### config.mk
export PLATFORM = sky130hd
export DESIGN_NAME = scc_device_flat
export DESIGN_NICKNAME = d
export VERILOG_FILES = /design/src/include/scc_pkg.sv /design/src/include/scc_link_if.sv /design/src/logic/scc_device.sv /design/src/flat_wrapper.sv
export VERILOG_INCLUDE_DIRS = /design/src /design/src/include
export SDC_FILE = /design/constraint.sdc
export NUM_CORES = 1
export LEC_CHECK = 0
export BUFFER_PORTS_ARGS = -buffer_cell sky130_fd_sc_hd__buf_2
export CAP_MARGIN = 40
export CORE_MARGIN = 1
export CORE_UTILIZATION = 50
export CTS_CLUSTER_SIZE = 20
export DETAILED_ROUTE_END_ITERATION = 10
export PLACE_DENSITY = 0.7
export SETUP_SLACK_MARGIN = 0.02
export SYNTH_ARGS = -nofsm -noshare
export SYNTH_HDL_FRONTEND = slang
export SYNTH_SLANG_ARGS = --single-unit
### constraint.sdc
create_clock -name pclk -period 6.1 [get_ports pclk]
set_input_delay 1.22 -clock pclk [delete_from_list [all_inputs] [get_ports pclk]]
set_output_delay 1.22 -clock pclk [all_outputs]
set_load 0.01 [all_outputs]
### src/include/scc_regs.svh
// register offsets, field positions, reset values and timing counts
`ifndef SCC_REGS_SVH
`define SCC_REGS_SVH
`define SCC_CRC_POLY        8'h31
`define SCC_CRC_INIT        8'h00
`define SCC_CHECK_BITS      8'd8
`define SCC_DATA_BYTES      2'd3
`define SCC_FRAME_BITS      8'd32
`define SCC_ERR_CRC         0
`define SCC_ERR_ADDR        1
`define SCC_ERR_TEMP        2
`define SCC_START_RST       7'h00
`define SCC_STOP_RST        7'h7f
`define SCC_CTRL2_RST       8'h00
`define SCC_THERM_110       8'd110
`define SCC_THERM_130       8'd130
`define SCC_THERM_150       8'd150
`define SCC_THERM_OFF       2'b11
`define SCC_PIN_SYNC_RST    8'hc0
`define SCC_CLK_NS          10
`define SCC_SCLK_HALF_NS    60
`define SCC_SCLK_HALF_CYC   ((`SCC_SCLK_HALF_NS + `SCC_CLK_NS - 1) / `SCC_CLK_NS)
`define SCC_OFF_DATA        12'h000
`define SCC_OFF_CTRL        12'h004
`define SCC_OFF_STATUS      12'h008
`define SCC_OFF_READBACK    12'h00c
`define SCC_CTRL_GO         0
`define SCC_CTRL_CORRUPT    1
`define SCC_CTRL_CHIP_OFF   2
`define SCC_CTRL_RX_OFF     3
`define SCC_CTRL_STYLE      4
`define SCC_CTRL_RST        5'h0c
`endif

### src/include/scc_pkg.sv
// shared types and check-value arithmetic
package scc_pkg;
  typedef enum logic [2:0] {
    SCC_IDLE,
    SCC_LEAD,
    SCC_HIGH,
    SCC_LOW,
    SCC_TRAIL
  } scc_host_state_type;

  function automatic logic [7:0] scc_crc_step(input logic [7:0] crc, input logic bit_in);
    logic fb;
    fb = crc[7] ^ bit_in;
    return {crc[6:0], 1'b0} ^ (fb ? 8'h31 : 8'h00);
  endfunction : scc_crc_step

  function automatic logic [7:0] scc_crc_word(input logic [23:0] data);
    logic [7:0] crc;
    crc = 8'h00;
    for (int i = 23; i >= 0; i--) begin
      crc = scc_crc_step(crc, data[i]);
    end
    return crc;
  endfunction : scc_crc_word
endpackage : scc_pkg

### src/include/scc_link_if.sv
// serial configuration link between host controller and device
`timescale 1ns/1ps
interface scc_link_if;
  logic serial_clock_pos;
  logic select_pos;
  logic serial_in_line;
  logic serial_out_line;
  logic fault_out;
  logic fault_oe;
  wire  fault_line;

  // open-drain fault pin with external pull-up
  assign fault_line = fault_oe ? fault_out : 1'b1;

  modport host_mp (
    output serial_clock_pos,
    output select_pos,
    output serial_in_line,
    input  serial_out_line,
    input  fault_line
  );

  modport device_mp (
    input  serial_clock_pos,
    input  select_pos,
    input  serial_in_line,
    output serial_out_line,
    output fault_out,
    output fault_oe
  );
endinterface : scc_link_if

### src/logic/scc_device.sv
// device end: serial check-value receiver and sticky fault flags
//
// Implementation choices: register access over APB and the address map.
`timescale 1ns/1ps
`include "scc_regs.svh"
module scc_device (
  input  wire logic        pclk,
  input  wire logic        presetn,
  scc_link_if.device_mp    lnk,
  input  wire logic        chip_disable,
  input  wire logic        serial_receiver_off_request,
  input  wire logic        clock_input_style_select,
  input  wire logic        main_clock_pos,
  input  wire logic        main_clock_neg,
  input  wire logic [7:0]  junction_temp,
  output logic      [7:0]  fault_flags,
  output logic      [7:0]  received_check_value,
  output logic      [7:0]  computed_check_value,
  output logic      [6:0]  start_addr,
  output logic      [6:0]  stop_addr,
  output logic      [1:0]  thermal_limit_select,
  output logic             main_clock_level
);
  // pin order: chip_off, rx_off, style, main_clock_pos, main_clock_neg, sclk, select, data
  logic [7:0]  pin_s1_r;
  logic [7:0]  pin_s2_r;
  logic [7:0]  temp_s1_r;
  logic [7:0]  temp_s2_r;
  logic [2:0]  edge_s3_r;
  logic        chip_off;
  logic        rx_off;
  logic        sclk_rise;
  logic        sclk_fall;
  logic        sel_rise;
  logic        sel_fall;
  logic        chip_on_edge;
  logic        frame_r;
  logic [7:0]  nbits_r;
  logic [7:0]  win_r;
  logic [7:0]  crc_r;
  logic [7:0]  data_sr_r;
  logic [6:0]  shadow_start_r;
  logic [6:0]  shadow_stop_r;
  logic [7:0]  shadow_ctrl_r;
  logic [23:0] tx_sr_r;
  logic [7:0]  data_idx;
  logic        frame_end;
  logic        check_ok;
  logic [7:0]  thresh;
  logic [2:0]  err_set;
  logic [7:0]  flags_nxt;
  logic        fault_oe_r;
  logic        sout_r;

  always_ff @(posedge pclk or negedge presetn) begin
    if (!presetn) begin
      pin_s1_r  <= `SCC_PIN_SYNC_RST;
      pin_s2_r  <= `SCC_PIN_SYNC_RST;
      temp_s1_r <= 8'h00;
      temp_s2_r <= 8'h00;
      edge_s3_r <= 3'h4;
    end else begin
      pin_s1_r  <= {chip_disable, serial_receiver_off_request, clock_input_style_select,
                    main_clock_pos, main_clock_neg, lnk.serial_clock_pos,
                    lnk.select_pos, lnk.serial_in_line};
      pin_s2_r  <= pin_s1_r;
      temp_s1_r <= junction_temp;
      temp_s2_r <= temp_s1_r;
      edge_s3_r <= {pin_s2_r[7], pin_s2_r[2], pin_s2_r[1]};
    end
  end

  assign chip_off     = pin_s2_r[7];
  assign rx_off       = pin_s2_r[6];
  assign sclk_rise    = pin_s2_r[2] & ~edge_s3_r[1];
  assign sclk_fall    = ~pin_s2_r[2] & edge_s3_r[1];
  assign sel_rise     = pin_s2_r[1] & ~edge_s3_r[0];
  assign sel_fall     = ~pin_s2_r[1] & edge_s3_r[0];
  assign chip_on_edge = edge_s3_r[2] & ~chip_off;
  assign data_idx     = nbits_r - `SCC_CHECK_BITS;
  assign frame_end    = frame_r & sel_fall;
  assign check_ok     = (win_r == crc_r);

  // frame runs only while chip and receiver are enabled
  always_ff @(posedge pclk or negedge presetn) begin
    if (!presetn) begin
      frame_r <= 1'b0;
    end else if (chip_off || rx_off) begin
      frame_r <= 1'b0;
    end else if (sel_rise) begin
      frame_r <= 1'b1;
    end else if (sel_fall) begin
      frame_r <= 1'b0;
    end
  end

  // last 8 bits stay in the window; older bits feed the check
  always_ff @(posedge pclk or negedge presetn) begin
    if (!presetn) begin
      nbits_r   <= 8'h00;
      win_r     <= 8'h00;
      crc_r     <= `SCC_CRC_INIT;
      data_sr_r <= 8'h00;
    end else if (sel_rise && !chip_off && !rx_off) begin
      nbits_r   <= 8'h00;
      win_r     <= 8'h00;
      crc_r     <= `SCC_CRC_INIT;
      data_sr_r <= 8'h00;
    end else if (frame_r && sclk_rise) begin
      win_r <= {win_r[6:0], pin_s2_r[0]};
      if (nbits_r != 8'hff) begin
        nbits_r <= nbits_r + 8'h01;
      end
      if (nbits_r >= `SCC_CHECK_BITS) begin
        crc_r     <= scc_pkg::scc_crc_step(crc_r, win_r[7]);
        data_sr_r <= {data_sr_r[6:0], win_r[7]};
      end
    end
  end

  // data bytes wait in shadows until the frame checks good
  always_ff @(posedge pclk or negedge presetn) begin
    if (!presetn) begin
      shadow_start_r <= `SCC_START_RST;
      shadow_stop_r  <= `SCC_STOP_RST;
      shadow_ctrl_r  <= `SCC_CTRL2_RST;
    end else if (frame_r && sclk_rise && nbits_r >= `SCC_CHECK_BITS
                 && data_idx[2:0] == 3'h7) begin
      if (data_idx[7:3] == 5'd0) begin
        shadow_start_r <= {data_sr_r[5:0], win_r[7]};
      end else if (data_idx[7:3] == 5'd1) begin
        shadow_stop_r <= {data_sr_r[5:0], win_r[7]};
      end else if (data_idx[7:3] == 5'd2) begin
        shadow_ctrl_r <= {data_sr_r[6:0], win_r[7]};
      end
    end
  end

  // a frame shorter than the check byte is dropped without compare
  always_ff @(posedge pclk or negedge presetn) begin
    if (!presetn) begin
      received_check_value <= 8'h00;
      computed_check_value <= 8'h00;
      start_addr           <= `SCC_START_RST;
      stop_addr            <= `SCC_STOP_RST;
      thermal_limit_select <= 2'(`SCC_CTRL2_RST);
    end else if (frame_end && nbits_r >= `SCC_CHECK_BITS) begin
      received_check_value <= win_r;
      computed_check_value <= crc_r;
      if (check_ok && nbits_r == `SCC_FRAME_BITS) begin
        start_addr           <= shadow_start_r;
        stop_addr            <= shadow_stop_r;
        thermal_limit_select <= shadow_ctrl_r[1:0];
      end
    end
  end

  always_comb begin
    case (thermal_limit_select)
      2'b00:   thresh = `SCC_THERM_110;
      2'b01:   thresh = `SCC_THERM_130;
      default: thresh = `SCC_THERM_150;
    endcase
  end

  // set wins over the enable-edge clear
  always_comb begin
    err_set = 3'h0;
    err_set[`SCC_ERR_CRC]  = frame_end && nbits_r >= `SCC_CHECK_BITS && !check_ok;
    err_set[`SCC_ERR_ADDR] = (start_addr == stop_addr);
    err_set[`SCC_ERR_TEMP] = (thermal_limit_select != `SCC_THERM_OFF)
                             && (temp_s2_r > thresh);
    flags_nxt = (chip_on_edge ? 8'h00 : fault_flags) | {5'h00, err_set};
  end

  always_ff @(posedge pclk or negedge presetn) begin
    if (!presetn) begin
      fault_flags <= 8'h00;
      fault_oe_r  <= 1'b0;
    end else begin
      fault_flags <= flags_nxt;
      fault_oe_r  <= |flags_nxt[2:0];
    end
  end

  // readback of the previous results, shifted out on falling edges
  always_ff @(posedge pclk or negedge presetn) begin
    if (!presetn) begin
      tx_sr_r <= 24'h000000;
      sout_r  <= 1'b0;
    end else if (sel_rise && !chip_off && !rx_off) begin
      tx_sr_r <= {fault_flags[6:0], computed_check_value, received_check_value, 1'b0};
      sout_r  <= fault_flags[7];
    end else if (frame_r && sclk_fall) begin
      tx_sr_r <= {tx_sr_r[22:0], 1'b0};
      sout_r  <= tx_sr_r[23];
    end
  end

  // single-ended takes the positive pin; differential needs both
  always_ff @(posedge pclk or negedge presetn) begin
    if (!presetn) begin
      main_clock_level <= 1'b0;
    end else if (pin_s2_r[5]) begin
      main_clock_level <= pin_s2_r[4];
    end else begin
      main_clock_level <= pin_s2_r[4] & ~pin_s2_r[3];
    end
  end

  assign lnk.serial_out_line = sout_r;
  assign lnk.fault_out       = 1'b0;
  assign lnk.fault_oe        = fault_oe_r;
endmodule : scc_device

### src/flat_wrapper.sv
// flat-port wrapper written by rule: the top's interface ports become plain ports
module scc_device_flat 
  (pclk, presetn, chip_disable, serial_receiver_off_request, clock_input_style_select, main_clock_pos, main_clock_neg, junction_temp, fault_flags, received_check_value, computed_check_value, start_addr, stop_addr, thermal_limit_select, main_clock_level, lnk_serial_clock_pos, lnk_select_pos, lnk_serial_in_line, lnk_serial_out_line, lnk_fault_out, lnk_fault_oe);
  scc_link_if lnk_i ();
  input  wire logic pclk;
  input  wire logic presetn;
  input  wire logic chip_disable;
  input  wire logic serial_receiver_off_request;
  input  wire logic clock_input_style_select;
  input  wire logic main_clock_pos;
  input  wire logic main_clock_neg;
  input  wire logic [7:0] junction_temp;
  output logic      [7:0] fault_flags;
  output logic      [7:0] received_check_value;
  output logic      [7:0] computed_check_value;
  output logic      [6:0] start_addr;
  output logic      [6:0] stop_addr;
  output logic      [1:0] thermal_limit_select;
  output logic main_clock_level;
  input wire logic [$bits(lnk_i.serial_clock_pos)-1:0] lnk_serial_clock_pos;
  input wire logic [$bits(lnk_i.select_pos)-1:0] lnk_select_pos;
  input wire logic [$bits(lnk_i.serial_in_line)-1:0] lnk_serial_in_line;
  output wire logic [$bits(lnk_i.serial_out_line)-1:0] lnk_serial_out_line;
  output wire logic [$bits(lnk_i.fault_out)-1:0] lnk_fault_out;
  output wire logic [$bits(lnk_i.fault_oe)-1:0] lnk_fault_oe;
  assign lnk_i.serial_clock_pos = lnk_serial_clock_pos;
  assign lnk_i.select_pos = lnk_select_pos;
  assign lnk_i.serial_in_line = lnk_serial_in_line;
  assign lnk_serial_out_line = lnk_i.serial_out_line;
  assign lnk_fault_out = lnk_i.fault_out;
  assign lnk_fault_oe = lnk_i.fault_oe;
  scc_device u_core (.pclk(pclk), .presetn(presetn), .lnk(lnk_i), .chip_disable(chip_disable), .serial_receiver_off_request(serial_receiver_off_request), .clock_input_style_select(clock_input_style_select), .main_clock_pos(main_clock_pos), .main_clock_neg(main_clock_neg), .junction_temp(junction_temp), .fault_flags(fault_flags), .received_check_value(received_check_value), .computed_check_value(computed_check_value), .start_addr(start_addr), .stop_addr(stop_addr), .thermal_limit_select(thermal_limit_select), .main_clock_level(main_clock_level));
endmodule
==> impl_metrics.json, run 1 <==
{
  "status": "complete, no violations",
  "cts_setup_buffers": 0,
  "peakVddDrop_uv": 166,
  "row_count": 38,
  "yosysSeqAreaShare_pct": 62.7,
  "worst-path-max-fanout": 3,
  "netlist_instances": 432,
  "grt_overflow": 0,
  "rsz0062_at_grt": "no",
  "die_area_um2": 11900,
  "grt_pass1_wl_um": 16300,
  "cp_top_family": "flip-flops",
  "numCtsBuffers": 17,
  "reg2reg_depth": 4,
  "hp-start": "u_core.pin_s1_r[4]$_DFF_PN0_",
  "diodes": 0,
  "area.growth.synth_to_final_pct": 17.5,
  "yosysMostFrequentCell": "dfrtp_1",
  "whs_path_depth": 0,
  "drive_above_1_share_pct": 32.5,
  "synth.distinct_cells": 45,
  "power_density_nw_per_um2": 313,
  "utilization_pct": 61.2,
  "drtAntennaViolNets": 0,
  "reg2reg_from": "u_core.edge_s3_r[1]$_DFF_PN0_",
  "whs_endpoint": "u_core.pin_s2_r[4]$_DFF_PN0_",
  "start_util_pct": 52.1,
  "synth_ff_type": "dfrtp_1",
  "finalCriticalPeriod_ps": 2310,
  "crit_chain": "buf_2",
  "antenna_found_initial": 0,
  "avgSynthCellArea_um2": 13.3,
  "drc": 0,
  "io_pins": 62,
  "synth_common_cells": "dfrtp_1 (124), nand2_1 (46), mux2_2 (38)",
  "postRouteWirelength_um": 9760,
  "synth_edf_count": 0,
  "cts_tree": "done",
  "slew_violations": 0,
  "firstDrtPassIters": 4,
  "synth_top_area_share_pct": 54.0,
  "fmax_mhz": 433,
  "startpoint_type": "flip-flop",
  "slowest_delay_ps": 550,
  "hold_violations": 0,
  "crit_buf_inv": 1,
  "place_inst": 612,
  "cts-root-buf": "clkbuf_16",
  "setup_slack_ps": 3790,
  "crit_path_end_kind": "output pin",
  "synth-async-reset-ratio_pct": 100,
  "pre_cts_slack_ps": 3500,
  "gp_congestion": 0.761,
  "clk_path_buf_depth": 2,
  "grt_max_degree": 85,
  "ys_ff_latch": 143,
  "clock_latency_ps": 410,
  "core_um2": 11000,
  "hold_path.class": "reg2reg",
  "cp_slowest_cell": "dfstp_2",
  "cts_sinks": 143,
  "dieHeight_um": 109,
  "detail_route.wl_per_cell_um": 15.2,
  "setup_viol": 0,
  "layout.cells.non_filler": 644,
  "ys_warn_count": 0,
  "r2r_setup_slack_ps": 3940,
  "maxSlewHeadroom_pct": 47.0,
  "arrival_ps": 1090,
  "synth.area.top_cells": "dfrtp_1 (54%), dfstp_2 (8.7%), mux2_2 (7.5%)",
  "fin_crit_sh_pct": 37.9,
  "cts_resized": 0,
  "num_vias": 3395,
  "avgViaCountPerCell": 5.27,
  "tightest_slew_ps": 794,
  "yosysTopAreaCell": "dfrtp_1",
  "critical_path_required_ps": 4880,
  "final.setup.tns_ps": 0,
  "p_leak_nw": 3.42,
  "cts_hold_buf": 0,
  "syn_area_um2": 5740,
  "post-dp-hpwl_um": 6330,
  "track_usage_pct": 18.1,
  "drt_iter0_drc": 142,
  "critical_path_class": "reg2out",
  "clkTransAtPathRegs_ps": 60,
  "first_global_vias": 3427,
  "fp.dieW_um": 109,
  "r2r_end": "u_core.data_sr_r[3]$_DFFE_PN0P_",
  "fin_worst_skew_ps": 8.24,
  "drv_cap": 0,
  "ctsHtreeMaxLevel": 4,
  "fin_nets": 518,
  "portBuffers": 55
}
## worst reg2reg max path: stages, from the launching register on
cell	delay [ps]
dfrtp_1	390
nand3b_1	390
a21oi_1	380
nor2b_1	690
a22o_1	240
## logic make-up after synthesis
kind of cell | after synthesis | share of synthesized area [%]
other | 1 | 0.0653
multiplexers | 74 | 14.6
flip-flops | 143 | 62.7
adder cells (fa/ha/maj) | 10 | 2.14
XOR/XNOR | 18 | 2.88
AO/OA/AOI/OAI | 62 | 6.62
AND/OR/NAND/NOR | 94 | 8.19
buffers and inverters | 30 | 2.79
## registers in the layout, summed over array words and instances (netlist names), 7 cells and up
name                         count
u_core.shadow_start_r            7
u_core.crc_r                     8
u_core.start_addr                7
u_core.computed_check_value      8
u_core.pin_s1_r                  8
u_core.temp_s2_r                 8
u_core.pin_s2_r                  8
u_core.nbits_r                   8
u_core.shadow_stop_r             7
u_core.temp_s1_r                 8
u_core.stop_addr                 7
u_core.received_check_value      8
u_core.tx_sr_r                  23
u_core.win_r                     8
## report_power, final
part | internal [mW] | switching (mW) | total (mW) | leakage, nW
combinational | 0.0176 | 0.0368 | 0.0544 | 1.27
sequential | 0.971 | 0.0113 | 0.982 | 1.84
clock | 0.675 | 0.400 | 1.07 | 0.303
## worst max-delay path by stage
stage                                               start                                to  slack [ps]  depth (start not counted)
after global routing      u_core.stop_addr[3]$_DFFE_PN1P_                      stop_addr[3]        3740                          1
after floorplan               u_core.win_r[7]$_DFFE_PN0P_  u_core.start_addr[3]$_DFFE_PN0P_        4110                          6
after detailed placement                          presetn  u_core.start_addr[1]$_DFFE_PN0P_        3500                          2
final                     u_core.stop_addr[3]$_DFFE_PN1P_                      stop_addr[3]        3790                          1
after global placement                            presetn  u_core.start_addr[1]$_DFFE_PN0P_        3550                          2
after CTS                 u_core.stop_addr[3]$_DFFE_PN1P_                      stop_addr[3]        3760                          1
## through the flow
| step | instance area, um2 | hold slack (ps) | power (mW) |
|---|---|---|---|
| after floorplan | 5760 | 331 | 1.02 |
| after global placement | 6120 | 332 | 1.05 |
| after detailed placement | 6120 | 336 | 1.05 |
| after CTS | 6750 | 346 | 2.14 |
| after global routing | 6750 | 356 | 2.19 |
| final | 6750 | 346 | 2.11 |
## layout by cell type, fill, tap and decap left out, types with 5 or more instances in the layout
cell type    n
o21ai_0     26
clkbuf_16   17
inv_1        6
dfrtp_1    124
nand4_1      5
a21oi_1     17
conb_1       6
mux2_2      38
buf_2       54
nand2_1     46
mux2i_1     26
nand3b_1     5
ha_1         9
mux2_4      10
dfstp_2     19
a22o_1      12
nor2_1      12
xnor2_1     14
## metal layers
layer / GRT usage [%] / share of wire, %
met5: 0 / 0
met4: 7.14 / 1.4
met3: 4.54 / 3.3
met2: 29.0 / 49
met1: 23.8 / 46
## area by class of cell
| class | instances | area (um2) |
|---|---|---|
| Timing Repair Buffer | 59 | 312 |
| Clock buffer | 19 | 453 |
| Inverter | 6 | 22.5 |
| Fill cell | 856 | 4280 |
| Clock inverter | 13 | 178 |
| Multi-Input combinational cell | 264 | 2010 |
| Tap cell | 140 | 175 |
| Sequential cell | 143 | 3600 |
(Power assumes the default switching activity.)
==> run 2: changes to the inputs <==
==> constraint.sdc (replaced) <==
create_clock -name pclk -period 2.38 [get_ports pclk]
set_input_delay 0.476 -clock pclk [delete_from_list [all_inputs] [get_ports pclk]]
set_output_delay 0.476 -clock pclk [all_outputs]
set_load 0.01 [all_outputs]
==> run 2 against run 1 <==
  * Critical path type is now reg2reg
  * Wire length increased by 1.1%
  * Final cell count increased by 1.2%
  * Setup slack lost 3500 ps
  * First-iteration DRC count up 2.8%
  * Core utilization is 0.35 points higher
  * Highest routed layer unchanged
  * Combinational power rose to 2.8 times the previous value
==> impl_metrics.json, run 2 (synthesized netlist as in run 1, its figures left out) <==
{
  "fin_worst_skew_ps": 9.52,
  "portBuffers": 55,
  "tightest_slew_ps": 713,
  "post-dp-hpwl_um": 6580,
  "drive_above_1_share_pct": 32.4,
  "row_count": 38,
  "fin_nets": 526,
  "power.total_mw": 5.23,
  "cts-root-buf": "clkbuf_16",
  "clock_latency_ps": 410,
  "cts_sinks": 143,
  "core_um2": 11000,
  "final_common_cell": "dfrtp_1",
  "dieHeight_um": 109,
  "top_register": "u_core.tx_sr_r",
  "grt_pass1_wl_um": 16900,
  "arrival_ps": 2360,
  "critical_path_class": "reg2reg",
  "r2r_setup_slack_ps": 320,
  "reg2reg_depth": 4,
  "utilization_pct": 61.5,
  "slew_violations": 0,
  "critical_path_required_ps": 2670,
  "final_cell_mix": "dfrtp_1 (124), buf_2 (54), nand2_1 (46)",
  "ctsHtreeMaxLevel": 4,
  "hold_path.class": "in2reg",
  "clkTransAtPathRegs_ps": 60,
  "finalCriticalPeriod_ps": 2060,
  "cts_tree": "done",
  "fmax_mhz": 484,
  "first_global_vias": 3520,
  "whs_endpoint": "u_core.pin_s1_r[7]$_DFF_PN1_",
  "start_util_pct": 52.1,
  "startpoint_type": "flip-flop",
  "clk_path_buf_depth": 2,
  "firstDrtPassIters": 4,
  "numCtsBuffers": 17,
  "area.growth.synth_to_final_pct": 18.2,
  "largest_reg_flops": 23,
  "io_pins": 62,
  "fp.dieW_um": 109,
  "worst-path-max-fanout": 16,
  "grt_max_degree": 52,
  "diodes": 0,
  "power_density_nw_per_um2": 771,
  "r2r_end": "u_core.start_addr[4]$_DFFE_PN0P_",
  "avgViaCountPerCell": 5.26,
  "die_area_um2": 11900,
  "hp-start": "chip_disable",
  "setup_viol": 0,
  "hold_violations": 0,
  "final.setup.tns_ps": 0,
  "drt_iter0_drc": 146,
  "status": "complete, no violations",
  "crit_path_end_kind": "flip-flop",
  "maxSlewHeadroom_pct": 52.2,
  "whs_path_depth": 1,
  "p_leak_nw": 3.44,
  "antenna_found_initial": 0,
  "gp_congestion": 0.860,
  "postRouteWirelength_um": 9870,
  "num_vias": 3432,
  "fill_cells": 868,
  "drv_cap": 0,
  "detail_route.wl_per_cell_um": 15.1,
  "fin_crit_sh_pct": 86.8,
  "grt_overflow": 0,
  "drc": 0,
  "rsz0062_at_grt": "no",
  "reg2reg_from": "u_core.win_r[7]$_DFFE_PN0P_",
  "peakVddDrop_uv": 458,
  "track_usage_pct": 19.0,
  "drtAntennaViolNets": 0
}
==> run 2: cell count changes in the layout (fill, tap and decap cells not counted), sizes merged <==
cell / before / now
buf: 59 / 66
bufinv: 3 / 2
clkbuf: 19 / 26
clkinvlp: 2 / 1
dlygate4sd3: 0 / 1
inv: 11 / 6
==> run 2: worst max-delay path by stage <==
stage	startpoint	endpoint	slack [ps]	cells past startpoint
after detailed placement	u_core.win_r[7]$_DFFE_PN0P_	u_core.thermal_limit_select[0]$_DFFE_PN0P_	300	4
after CTS	u_core.win_r[7]$_DFFE_PN0P_	u_core.thermal_limit_select[0]$_DFFE_PN0P_	290	4
after global routing	u_core.win_r[7]$_DFFE_PN0P_	u_core.thermal_limit_select[0]$_DFFE_PN0P_	220	4
after floorplan	u_core.win_r[7]$_DFFE_PN0P_	u_core.start_addr[3]$_DFFE_PN0P_	390	6
final	u_core.win_r[7]$_DFFE_PN0P_	u_core.start_addr[4]$_DFFE_PN0P_	320	4
after global placement	u_core.win_r[7]$_DFFE_PN0P_	u_core.thermal_limit_select[0]$_DFFE_PN0P_	380	4
==> run 2: area by class of cell <==
class	count	area, um2	share of cell area (%)
Inverter	6	22.5	0.332
Tap cell	140	175	2.58
Clock buffer	26	499	7.35
Timing Repair Buffer	67	399	5.88
Sequential cell	143	3600	53.1
Clock inverter	6	82.6	1.22
Multi-Input combinational cell	264	2010	29.6
==> run 2: worst max-delay path, cell delays in order (launching register included) <==
cell and delay [ps]:
dfrtp_1 470, xnor2_2 270, nand4_1 160, or4_4 700, mux2_4 350
==> run 2: what timing repair did <==
| action | 4_1_cts | 5_1_grt |
|---|---|---|
| endpoints found under the hold margin | 37 | 0 |
| gates resized for setup | 0 | 0 |
| setup endpoints to repair | 0 | 0 |
| hold buffers | 1 | 0 |
| setup buffers | 0 | 0 |
==> run 2: per-layer routing <==
layer	share of wire [%]	GRT usage, %	routed length [um]
met1	45	23.6	4430
met2	49	30.3	4860
met3	3.8	6.40	379
met4	1.9	8.38	188
met5	0	0	0
==> run 2: where the power goes <==
part | switching [mW] | internal [mW]
registers | 0.0295 | 2.49
logic | 0.0966 | 0.0538
clock network | 0.913 | 1.65
total | 1.04 | 4.19
==> run 2: through the flow <==
step | instances | cell area, um2 | hold WS (ps) | setup WS, ps
finish | 652 | 6790 | 162 | 315
global route | 652 | 6790 | 138 | 220
CTS | 652 | 6790 | 139 | 293
detailed placement | 619 | 6200 | 336 | 295
global placement | 619 | 6200 | 332 | 378
floorplan | 437 | 5760 | 180 | 385
